--- config.mk ---
export PLATFORM = sky130hd
export DESIGN_NAME = acc_core
export DESIGN_NICKNAME = d
export VERILOG_FILES = /design/src/hdl/acc_pkg.sv /design/src/hdl/acc_core.sv
export SDC_FILE = /design/constraint.sdc
export NUM_CORES = 1
export LEC_CHECK = 0
export CAP_MARGIN = 20
export CORE_MARGIN = 2
export CORE_UTILIZATION = 40
export DETAILED_ROUTE_END_ITERATION = 8
export DONT_BUFFER_PORTS = 1
export PLACE_DENSITY_LB_ADDON = 0.12
export SETUP_SLACK_MARGIN = 0.15
export SLEW_MARGIN = 40
export SYNTH_ARGS = -nofsm -noshare
export SYNTH_HDL_FRONTEND = slang
export SYNTH_SLANG_ARGS = --single-unit
--- constraint.sdc ---
create_clock -name ref_clk -period 2.3 [get_ports ref_clk]
set_input_delay 0.23 -clock ref_clk [delete_from_list [all_inputs] [get_ports ref_clk]]
set_output_delay 0.23 -clock ref_clk [all_outputs]
set_load 0.1 [all_outputs]
--- src/hdl/acc_pkg.sv ---
package acc_pkg;

  // register byte addresses on the AXI4-Lite slave
  localparam logic [7:0] ADDR_CHANNEL_CONTROL = 8'h00;
  localparam logic [7:0] ADDR_CLOCK_REF_CONTROL = 8'h04;
  localparam logic [7:0] ADDR_RESULT_HIGH = 8'h08;
  localparam logic [7:0] ADDR_RESULT_LOW = 8'h0c;
  localparam logic [7:0] ADDR_IRQ_STATUS = 8'h10;
  localparam logic [7:0] ADDR_IRQ_ENABLE = 8'h14;
  localparam logic [7:0] ADDR_IRQ_CLEAR = 8'h18;

  // field positions
  localparam int BIT_ENABLE = 0;
  localparam int BIT_START = 1;
  localparam int CHS_LSB = 2;
  localparam int BIT_REF_SEL = 0;
  localparam int CCS_LSB = 4;
  localparam int BIT_DONE = 0;

  // reset values
  localparam logic [7:0] RST_CHANNEL_CONTROL = 8'h00;
  localparam logic [7:0] RST_CLOCK_REF_CONTROL = 8'h00;
  localparam logic [9:0] RST_RESULT = 10'h000;

  // conversion timing, in conversion-clock periods
  localparam logic [3:0] CONV_PERIODS = 4'd11;
  localparam logic [1:0] ABORT_PERIODS = 2'd2;

  // divider terms, in ref_clk cycles per conversion-clock period
  localparam logic [6:0] DIV_8 = 7'd8;
  localparam logic [6:0] DIV_16 = 7'd16;
  localparam logic [6:0] DIV_32 = 7'd32;
  localparam logic [6:0] DIV_64 = 7'd64;
  localparam logic [6:0] DIV_RC = 7'd16;

  localparam logic [1:0] RESP_OKAY = 2'b00;
  localparam logic [1:0] RESP_SLVERR = 2'b10;

  typedef enum logic [1:0] {
    ACC_IDLE,
    ACC_CONVERT,
    ACC_RECOVER
  } acc_state_t;

  // sample result handed in from the analog front end
  typedef struct packed {
    logic valid;
    logic [9:0] value;
  } acc_sample_t;

endpackage

--- src/hdl/acc_core.sv ---
`timescale 1ns/1ps
module acc_core
  import acc_pkg::*;
(
  input wire logic ref_clk,
  input wire logic rst_n,
  input wire logic clk_en,
  input wire logic sleep_mode,
  input wire acc_sample_t sample_in,
  input wire logic [7:0] s_axi_awaddr,
  input wire logic s_axi_awvalid,
  output logic s_axi_awready,
  input wire logic [31:0] s_axi_wdata,
  input wire logic [3:0] s_axi_wstrb,
  input wire logic s_axi_wvalid,
  output logic s_axi_wready,
  output logic [1:0] s_axi_bresp,
  output logic s_axi_bvalid,
  input wire logic s_axi_bready,
  input wire logic [7:0] s_axi_araddr,
  input wire logic s_axi_arvalid,
  output logic s_axi_arready,
  output logic [31:0] s_axi_rdata,
  output logic [1:0] s_axi_rresp,
  output logic s_axi_rvalid,
  input wire logic s_axi_rready,
  output logic [4:0] channel_select,
  output logic converter_on,
  output logic reference_select,
  output logic sample_hold,
  output logic acquire,
  output logic conv_tick,
  output logic irq
);

  ////////////////////////////////////////////////////////////////////////
  // functions

  // conversion-clock divisor from the clock-select field
  function automatic logic [6:0] div_of(input logic [2:0] sel);
    logic [6:0] d;
    d = DIV_8;
    if (sel[1:0] == 2'b11) begin
      d = DIV_RC;
    end else if (sel == 3'b001) begin
      d = DIV_8;
    end else if (sel == 3'b101) begin
      d = DIV_16;
    end else if (sel == 3'b010) begin
      d = DIV_32;
    end else if (sel == 3'b110) begin
      d = DIV_64;
    end
    return d;
  endfunction

  // channel codes that reach a real node or pin
  function automatic logic chan_ok(input logic [4:0] c);
    logic ok;
    ok = 1'b0;
    if (c[4:3] == 2'b11) begin
      ok = 1'b1;
    end else if (c[4] == 1'b0 && c != 5'b01000 && c != 5'b01001) begin
      ok = 1'b1;
    end
    return ok;
  endfunction

  ////////////////////////////////////////////////////////////////////////
  // declarations

  logic [7:0] chctl_reg, chctl_next;
  logic [7:0] clkref_reg, clkref_next;
  logic [9:0] result_reg, result_next;
  logic done_reg, done_next;
  logic irq_en_reg, irq_en_next;
  acc_state_t state_reg, state_next;
  logic [6:0] div_cnt_reg, div_cnt_next;
  logic [3:0] per_cnt_reg, per_cnt_next;
  logic aw_hold_reg, aw_hold_next;
  logic [7:0] aw_addr_reg, aw_addr_next;
  logic w_hold_reg, w_hold_next;
  logic [31:0] w_data_reg, w_data_next;
  logic [3:0] w_strb_reg, w_strb_next;
  logic bvalid_reg, bvalid_next;
  logic [1:0] bresp_reg, bresp_next;
  logic rvalid_reg, rvalid_next;
  logic [31:0] rdata_reg, rdata_next;
  logic [1:0] rresp_reg, rresp_next;
  logic sleep_s1_reg, sleep_s2_reg;
  logic wr_fire, tick, run_ok;

  ////////////////////////////////////////////////////////////////////////
  // sleep pin synchroniser, first stage read only by the second

  always_ff @(posedge ref_clk) begin
    if (!rst_n) begin
      sleep_s1_reg <= 1'b0;
      sleep_s2_reg <= 1'b0;
    end else if (clk_en) begin
      sleep_s1_reg <= sleep_mode;
      sleep_s2_reg <= sleep_s1_reg;
    end
  end

  ////////////////////////////////////////////////////////////////////////
  // axi write channel: address and data taken in either order

  assign s_axi_awready = !aw_hold_reg && !bvalid_reg;
  assign s_axi_wready = !w_hold_reg && !bvalid_reg;
  assign wr_fire = aw_hold_reg && w_hold_reg && !bvalid_reg;

  always_comb begin
    aw_hold_next = aw_hold_reg;
    aw_addr_next = aw_addr_reg;
    w_hold_next = w_hold_reg;
    w_data_next = w_data_reg;
    w_strb_next = w_strb_reg;
    bvalid_next = bvalid_reg;
    bresp_next = bresp_reg;
    if (s_axi_awvalid && s_axi_awready) begin
      aw_hold_next = 1'b1;
      aw_addr_next = s_axi_awaddr;
    end
    if (s_axi_wvalid && s_axi_wready) begin
      w_hold_next = 1'b1;
      w_data_next = s_axi_wdata;
      w_strb_next = s_axi_wstrb;
    end
    if (wr_fire) begin
      aw_hold_next = 1'b0;
      w_hold_next = 1'b0;
      bvalid_next = 1'b1;
      bresp_next = RESP_OKAY;
      if (aw_addr_reg != ADDR_CHANNEL_CONTROL
          && aw_addr_reg != ADDR_CLOCK_REF_CONTROL
          && aw_addr_reg != ADDR_IRQ_ENABLE
          && aw_addr_reg != ADDR_IRQ_CLEAR
          && aw_addr_reg != ADDR_RESULT_HIGH
          && aw_addr_reg != ADDR_RESULT_LOW
          && aw_addr_reg != ADDR_IRQ_STATUS) begin
        bresp_next = RESP_SLVERR;
      end
    end else if (bvalid_reg && s_axi_bready) begin
      bvalid_next = 1'b0;
    end
  end

  ////////////////////////////////////////////////////////////////////////
  // axi read channel, one read under way at a time

  assign s_axi_arready = !rvalid_reg;

  always_comb begin
    rvalid_next = rvalid_reg;
    rdata_next = rdata_reg;
    rresp_next = rresp_reg;
    if (s_axi_arvalid && s_axi_arready) begin
      rvalid_next = 1'b1;
      rresp_next = RESP_OKAY;
      rdata_next = 32'h0000_0000;
      if (s_axi_araddr == ADDR_CHANNEL_CONTROL) begin
        rdata_next[6:0] = chctl_reg[6:0];
      end else if (s_axi_araddr == ADDR_CLOCK_REF_CONTROL) begin
        rdata_next[7:0] = clkref_reg;
      end else if (s_axi_araddr == ADDR_RESULT_HIGH) begin
        rdata_next[1:0] = result_reg[9:8];
      end else if (s_axi_araddr == ADDR_RESULT_LOW) begin
        rdata_next[7:0] = result_reg[7:0];
      end else if (s_axi_araddr == ADDR_IRQ_STATUS) begin
        rdata_next[BIT_DONE] = done_reg;
      end else if (s_axi_araddr == ADDR_IRQ_ENABLE) begin
        rdata_next[BIT_DONE] = irq_en_reg;
      end else if (s_axi_araddr != ADDR_IRQ_CLEAR) begin
        rresp_next = RESP_SLVERR;
      end
    end else if (rvalid_reg && s_axi_rready) begin
      rvalid_next = 1'b0;
    end
  end

  ////////////////////////////////////////////////////////////////////////
  // conversion clock divider and sequencer

  // divider idles at zero so every conversion starts on a fresh period
  assign tick = (state_reg != ACC_IDLE)
    && (div_cnt_reg == div_of(clkref_reg[CCS_LSB +: 3]) - 7'd1);
  assign run_ok = chctl_reg[BIT_ENABLE] && !sleep_s2_reg;

  always_comb begin
    chctl_next = chctl_reg;
    clkref_next = clkref_reg;
    result_next = result_reg;
    done_next = done_reg;
    irq_en_next = irq_en_reg;
    state_next = state_reg;
    div_cnt_next = div_cnt_reg;
    per_cnt_next = per_cnt_reg;

    // software writes first, so hardware events below take priority
    if (wr_fire && w_strb_reg[0]) begin
      if (aw_addr_reg == ADDR_CHANNEL_CONTROL) begin
        chctl_next = {1'b0, w_data_reg[6:0]};
        // start only takes when the converter is already enabled
        if (!chctl_reg[BIT_ENABLE]) begin
          chctl_next[BIT_START] = 1'b0;
        end
      end else if (aw_addr_reg == ADDR_CLOCK_REF_CONTROL) begin
        clkref_next = {1'b0, w_data_reg[6:4], 3'b000,
          w_data_reg[BIT_REF_SEL]};
      end else if (aw_addr_reg == ADDR_IRQ_ENABLE) begin
        irq_en_next = w_data_reg[BIT_DONE];
      end else if (aw_addr_reg == ADDR_IRQ_CLEAR) begin
        if (w_data_reg[BIT_DONE]) begin
          done_next = 1'b0;
        end
      end
    end

    if (state_reg != ACC_IDLE) begin
      div_cnt_next = tick ? 7'd0 : div_cnt_reg + 7'd1;
    end

    case (state_reg)
      ACC_IDLE: begin
        div_cnt_next = 7'd0;
        per_cnt_next = 4'd0;
        if (chctl_next[BIT_START] && run_ok) begin
          state_next = ACC_CONVERT;
        end else if (!run_ok) begin
          chctl_next[BIT_START] = 1'b0;
        end
      end
      ACC_CONVERT: begin
        if (!chctl_next[BIT_START] || !run_ok) begin
          // abort: result untouched, recovery before reacquire
          chctl_next[BIT_START] = 1'b0;
          state_next = ACC_RECOVER;
          div_cnt_next = 7'd0;
          per_cnt_next = 4'd0;
        end else if (tick) begin
          per_cnt_next = per_cnt_reg + 4'd1;
          if (per_cnt_reg == CONV_PERIODS - 4'd1) begin
            chctl_next[BIT_START] = 1'b0;
            done_next = 1'b1;
            result_next = sample_in.value;
            state_next = ACC_IDLE;
          end
        end
      end
      ACC_RECOVER: begin
        chctl_next[BIT_START] = 1'b0;
        if (tick) begin
          per_cnt_next = per_cnt_reg + 4'd1;
          if (per_cnt_reg == {2'b00, ABORT_PERIODS} - 4'd1) begin
            state_next = ACC_IDLE;
          end
        end
      end
      default: begin
        state_next = ACC_IDLE;
      end
    endcase
  end

  ////////////////////////////////////////////////////////////////////////
  // state registers; synchronous reset returns everything to idle

  always_ff @(posedge ref_clk) begin
    if (!rst_n) begin
      chctl_reg <= RST_CHANNEL_CONTROL;
      clkref_reg <= RST_CLOCK_REF_CONTROL;
      result_reg <= RST_RESULT;
      done_reg <= 1'b0;
      irq_en_reg <= 1'b0;
      state_reg <= ACC_IDLE;
      div_cnt_reg <= 7'd0;
      per_cnt_reg <= 4'd0;
      aw_hold_reg <= 1'b0;
      aw_addr_reg <= 8'h00;
      w_hold_reg <= 1'b0;
      w_data_reg <= 32'h0000_0000;
      w_strb_reg <= 4'h0;
      bvalid_reg <= 1'b0;
      bresp_reg <= RESP_OKAY;
      rvalid_reg <= 1'b0;
      rdata_reg <= 32'h0000_0000;
      rresp_reg <= RESP_OKAY;
    end else if (clk_en) begin
      chctl_reg <= chctl_next;
      clkref_reg <= clkref_next;
      result_reg <= result_next;
      done_reg <= done_next;
      irq_en_reg <= irq_en_next;
      state_reg <= state_next;
      div_cnt_reg <= div_cnt_next;
      per_cnt_reg <= per_cnt_next;
      aw_hold_reg <= aw_hold_next;
      aw_addr_reg <= aw_addr_next;
      w_hold_reg <= w_hold_next;
      w_data_reg <= w_data_next;
      w_strb_reg <= w_strb_next;
      bvalid_reg <= bvalid_next;
      bresp_reg <= bresp_next;
      rvalid_reg <= rvalid_next;
      rdata_reg <= rdata_next;
      rresp_reg <= rresp_next;
    end
  end

  ////////////////////////////////////////////////////////////////////////
  // outputs

  assign s_axi_bvalid = bvalid_reg;
  assign s_axi_bresp = bresp_reg;
  assign s_axi_rvalid = rvalid_reg;
  assign s_axi_rdata = rdata_reg;
  assign s_axi_rresp = rresp_reg;
  // invalid codes route nothing to the sample-and-hold
  assign channel_select = chan_ok(chctl_reg[CHS_LSB +: 5])
    ? chctl_reg[CHS_LSB +: 5] : 5'b01000;
  assign converter_on = run_ok;
  assign reference_select = clkref_reg[BIT_REF_SEL];
  assign sample_hold = (state_reg == ACC_CONVERT);
  // acquiring whenever powered and not converting or recovering
  assign acquire = run_ok && (state_reg == ACC_IDLE);
  assign conv_tick = tick;
  assign irq = done_reg && irq_en_reg;

endmodule

Yosys cells after proc, flatten, opt, wreduce, memory -nomap -nowiden:

Index checks and enable logic that the tools add are counted.

* bits in registers: 70
* bits in latches: 0
* RAM bits: 0
* bits in read-only memories: 0
* input port bits: 72
* logic and storage cells: 182
* memories: 0

* $add $sub $neg: 3
* multiply operators: 0
* div/mod/pow operators: 0
* magnitude comparators: 0
* eq/ne operators: 33
* shift-type cells: 0
* multiplexer cells: 66
* bitwise gates (word level): 4
* reductions and logical operators: 55

Operators by type and width (count)
* 7-bit 2-to-1 mux: 10
* 2-bit 2-to-1 mux: 17
* 8-bit by 5-bit equality test with 1-bit output (second input constant): 4
* 8-bit by 5-bit inequality test with 1-bit output (second input constant): 4
* 1-bit 2-to-1 mux: 30
* 1-bit logical AND: 23
* 2-bit AND reduction: 9
* 8-bit by 3-bit equality test with 1-bit output (second input constant): 2
* 8-bit by 4-bit equality test with 1-bit output (second input constant): 2
* 8-bit zero test: 2
* 8-bit by 4-bit inequality test with 1-bit output (second input constant): 2
* 7-bit case mux with 2 select lines: 1
* 4-bit case mux with 3 select lines: 1
* 5-bit by 4-bit inequality test with 1-bit output (second input constant): 2
* 5-bit AND reduction: 2
* 2-bit nonzero test: 5
* 4-bit 2-to-1 mux: 2
* 8-bit 2-to-1 mux: 1
* 8-bit by 3-bit inequality test with 1-bit output (second input constant): 1
* 8-bit nonzero test: 1
* 7-bit by 1-bit adder with 7-bit output (second input constant): 1
* 7-bit equality test: 1
* 1-bit zero test: 7
* 7-bit by 1-bit subtractor with 7-bit output (second input constant): 1
* 21 further kinds: 30

Logic depth before layout (Yosys ltp):

* word-level depth: 13
* depth in mapped cells: 10
* mapped depth without buffers: 9

Worst setup path before layout:

No wires, ideal clock.

* path type: register -> register
* start point: reg clkref_reg[6]
* end point: reg result_reg[0]
* data arrival time: 3.250 ns
* path slack: -1.077 ns
* stages on the path, launching flop included: 11
* path buffers: 1
* period minus slack after synthesis: 3.377 ns
* path through: dfxtp_1 > a21o_1 > ha_1 > xnor2_1 > o2111ai_1 > a31oi_2 > nand4b_1 > or3_1 > buf_4 > mux2i_1 > nor2_1

* longest elaborated chain between the ends: 10
* elaborated cells between the ends (all ways): 13

RTL lines
* start: declaration: line acc_core.sv:73 `logic [7:0] clkref_reg, clkref_next;`
* start signal: assignment: line acc_core.sv:291 `clkref_reg <= clkref_next;`
* 3-bit equality test: line acc_core.sv:51 `end else if (sel == 3'b110) begin`
* 7-bit 2-to-1 mux: line acc_core.sv:51
* 7-bit 2-to-1 mux: line acc_core.sv:49 `end else if (sel == 3'b010) begin`
* 7-bit 2-to-1 mux: line acc_core.sv:47 `end else if (sel == 3'b101) begin`
* 7-bit 2-to-1 mux (*): line acc_core.sv:45 `end else if (sel == 3'b001) begin`
* 7-bit 2-to-1 mux (*): line acc_core.sv:43 `if (sel[1:0] == 2'b11) begin`
* 7-bit by 1-bit subtractor with 7-bit output (*): line acc_core.sv:187 `&& (div_cnt_reg == div_of(clkref_reg[CCS_LSB +: 3]) - 7'd1);`
* 7-bit equality test (*): line acc_core.sv:187
* 1-bit logical AND (*): line acc_core.sv:187
* named net conv_tick: line acc_core.sv:32 `output logic conv_tick,`
* 5-bit AND reduction (no source line) (*)
* end signal: assignment: line acc_core.sv:292 `result_reg <= result_next;`
* end: declaration: line acc_core.sv:74 `logic [9:0] result_reg, result_next;`

The timed path passes the listed nets; every way through them passes the cells marked *.
A chain may end at the register's enable or synchronous reset.

Final worst setup path:

* start point: reg clkref_reg[4]
* end point: reg result_reg[9]

* longest elaborated chain between the ends: 10
* elaborated cells between the ends (all ways): 14

RTL lines (line)
* 3-bit equality test: acc_core.sv:51
* 7-bit 2-to-1 mux: acc_core.sv:51
* 7-bit 2-to-1 mux: acc_core.sv:49
* 7-bit 2-to-1 mux: acc_core.sv:47
* 7-bit 2-to-1 mux: acc_core.sv:45
* 7-bit 2-to-1 mux (*): acc_core.sv:43
* 7-bit by 1-bit subtractor with 7-bit output (*): acc_core.sv:187
* 7-bit equality test (*): acc_core.sv:187
* 1-bit logical AND (*): acc_core.sv:187
* 5-bit AND reduction (no source line) (*)

Every way passes the cells marked *; elsewhere a longest branch is shown, timed or not.

==> run_results.csv <==
group,metric,value,unit
critical_path,required,2510,ps
route,firstDrtPassIters,4,
clock_tree,clk_pin_slew,80,ps
route,wl,8.71,mm
status,outcome,"finished, violations left",
sta,hold_violations,0,
synth,synth-seq-area-share,0.393,
critical_path,crit_end,"result_reg[9]$_SDFFE_PN0P_",
critical_path,critPathLaunchType,"register",
grt,track_usage,0.178,
grt,gr-total-overflow,0,
sta,fmax,0.400,GHz
clock_tree,clockBufferDepth,2,
floorplanning,dieArea,0.00942,mm^2
critical_path,r2r-start,"clkref_reg[4]$_SDFFE_PN0P_",
synth,async_flop_share,0,
synth,synth_seq_cells,68,
power_and_ir_drop,p_per_area,645,mW/mm^2
critical_path,rr_endpoint,"result_reg[9]$_SDFFE_PN0P_",
place,dp_hpwl,6.14,mm
sta,grt_setup_unrepaired,"true",
critical_path,crit_cells,9,
critical_path,r2r_slack,-200,ps
finish,drive_gt1_frac,0.225,
grt,antenna_found_initial,1,
clock_tree,htreeDepth,3,
floorplanning,start_util,0.417,
grt,grt_pass1_wl,13.6,mm
route,via_count,2995,
synth,syn_inst,423,
critical_path,slowest_stage,"or3_4",
critical_path,endpoint_kind,"register",
finish,fillCellCount,824,
sta,skew,6.67,ps
synth,synth_area,0.00346,mm^2
floorplanning,core,0.00830,mm^2
sta,period_share,1.09,
status,violations,"setup timing",
route,routed_via_density,5.16,
hold_path,min_path_type,"in2reg",
power_and_ir_drop,total_leakage_power,0.00176,uW
synth,synth_cell_types,55,
critical_path,rr_worst_depth,9,
floorplanning,rows,33,
finish,nets,551,
clock_tree,cts_tree,"yes",
route,drtIter0Drc,138,
synth,ys.flop_type,"dfxtp_1",
critical_path,arrival,2710,ps
route,wl_per_cell,15.0,um
synth,yosys_warnings,0,
critical_path,crit_chain,"a21o_1, ha_4, xor2_2, o2111ai_2, a31oi_4, nand4b_1, or3_4, mux2i_1, nor2_1",
place,place_area,0.00387,mm^2
floorplanning,die_w,97.1,um
finish,design_area,0.00424,mm^2
grt,grt_max_degree,58,
place,io_buffers,0,
synth,avgSynthCellArea,8.19,um^2
route,drc_errors,0,
flow_run,cap_viol_max_count,0,
hold_path,hold_depth,2,
critical_path,crit_buf_inv,0,
grt,grt_pass1_vias,2803,
sta,tightest_slew,617,ps
synth,synth-edff-count,0,
clock_tree,cts.sinks,68,
clock_tree,root_buffer,"clkbuf_8",
sta,setup_viol,22,
critical_path,critPathKind,"reg2reg",
finish,multi_input_area,0.00203,mm^2
place,finalWeightedCongestion,0.792,
critical_path,crit_family,"simple AND/OR/NAND/NOR gates",
power_and_ir_drop,ir_worst_vdd,0.323,mV
floorplanning,io_pins,124,
finish,area_growth,22.4,%
sta,setup_tns,-2870,ps
finish,largest_reg_flops,10,
clock_tree,insertion_delay,340,ps
route,final_antenna_net_count,0,
critical_path,crit_fanout,6,
finish,diodes,0,
sta,worst_slack,-202,ps
floorplanning,die_h,97.1,um
sta,report.final.slew_viol_count,0,
finish,seqCellArea,0.00137,mm^2
critical_path,critPathMaxStageDelay,500,ps
sta,slew_headroom,0.588,
critical_path,cp-startpoint,"clkref_reg[4]$_SDFFE_PN0P_",
clock_tree,cts_buffers,9,
sta,layout_min_cycle_time,2500,ps
-- worst min-delay path by stage --
stage	from	slack, ps	end
final	s_axi_awaddr[0]	7	aw_addr_reg[0]$_SDFFE_PN0P_
after global routing	s_axi_awaddr[2]	7	aw_addr_reg[2]$_SDFFE_PN0P_
after CTS	s_axi_awaddr[5]	0.3	aw_addr_reg[5]$_SDFFE_PN0P_
after detailed placement	clk_en	330	div_cnt_reg[2]$_SDFFE_PN0P_
after global placement	clk_en	340	div_cnt_reg[2]$_SDFFE_PN0P_
after floorplan	s_axi_wdata[1]	370	w_data_reg[1]$_SDFFE_PN0P_
-- cells in the mapped netlist, types with 4 or more instances --
cell      count  area, um^2
buf_4        27         203
ha_1          9         113
a21oi_1      41         205
buf_1         4        15.0
o21ai_0      15        75.1
nand4_1       6        37.5
nand2_1      66         248
dfxtp_1      68        1360
mux2i_1      23         230
inv_1        12        45.0
clkbuf_1     11        41.3
and2_1        8        50.1
nand2b_1      4        25.0
and3_1        4        25.0
a22o_1        4        35.0
nand3_1      25         125
nor2_1       40         150
-- where the power goes --
group | switching, uW | total (uW) | internal [uW]
logic | 314 | 365 | 51.5
clock network | 481 | 1150 | 672
registers | 18.2 | 1220 | 1200
total | 813 | 2730 | 1920
-- repair_timing --
action | 4_1_cts | 5_1_grt
pin swaps | 6 | 10
hold buffers | 1 | 0
hold endpoints to repair | 3 | 0
gates cloned | 0 | 1
gates resized for setup | 13 | 14
buffers inserted | 0 | 3
endpoints found under the setup margin | 26 | 26
-- per-stage QoR --
stage                     total power, uW  setup slack [ps]  utilization  hold WS, ps  cells
after detailed placement             1600              -142        0.466          334    559
after CTS                            2750              -164        0.501        0.348    576
after global routing                 2830              -286        0.511         7.48    580
final                                2730              -202        0.511         6.83    580
after floorplan                      1610              -569            -          366    448
after global placement               1600              -131        0.466          336    559
-- logic make-up after synthesis --
logic type | share of synthesized area
compound gates | 0.146
xor+xnor | 0.00759
fa+ha+maj | 0.0354
buf+inv | 0.0892
flops | 0.393
mux | 0.0730
other cells | 0.00108
simple gates | 0.255
-- area by class of cell --
class	count	area share
Tap cell	105	0.0310
Clock inverter	5	0.0198
Clock buffer	11	0.0357
Sequential cell	68	0.323
Timing Repair Buffer	53	0.101
Inverter	12	0.0115
Multi-Input combinational cell	326	0.478
-- cells in the final DEF, fill, tap and decap left out, drive strengths merged, types with 6 or more instances in the layout --
master / Yosys / layout
clkbuf: 11 / 11
nand3: 25 / 25
and2: 8 / 8
mux2i: 23 / 23
nand2: 66 / 66
a21oi: 41 / 41
ha: 9 / 9
dfxtp: 68 / 68
nor2: 40 / 40
nand4: 6 / 6
inv: 12 / 10
conb: 1 / 26
o21ai: 16 / 16
buf: 32 / 52
-- per-layer routing --
layer  track usage  routed length [um]  up-vias
li1              -                   -     1512
met1         0.227                3910     1371
met2         0.278                4010       96
met3        0.0561                 609       14
met4        0.0715                 167        2
met5             0                  13        -
Note: power is estimated with default switching activity, not from simulation.
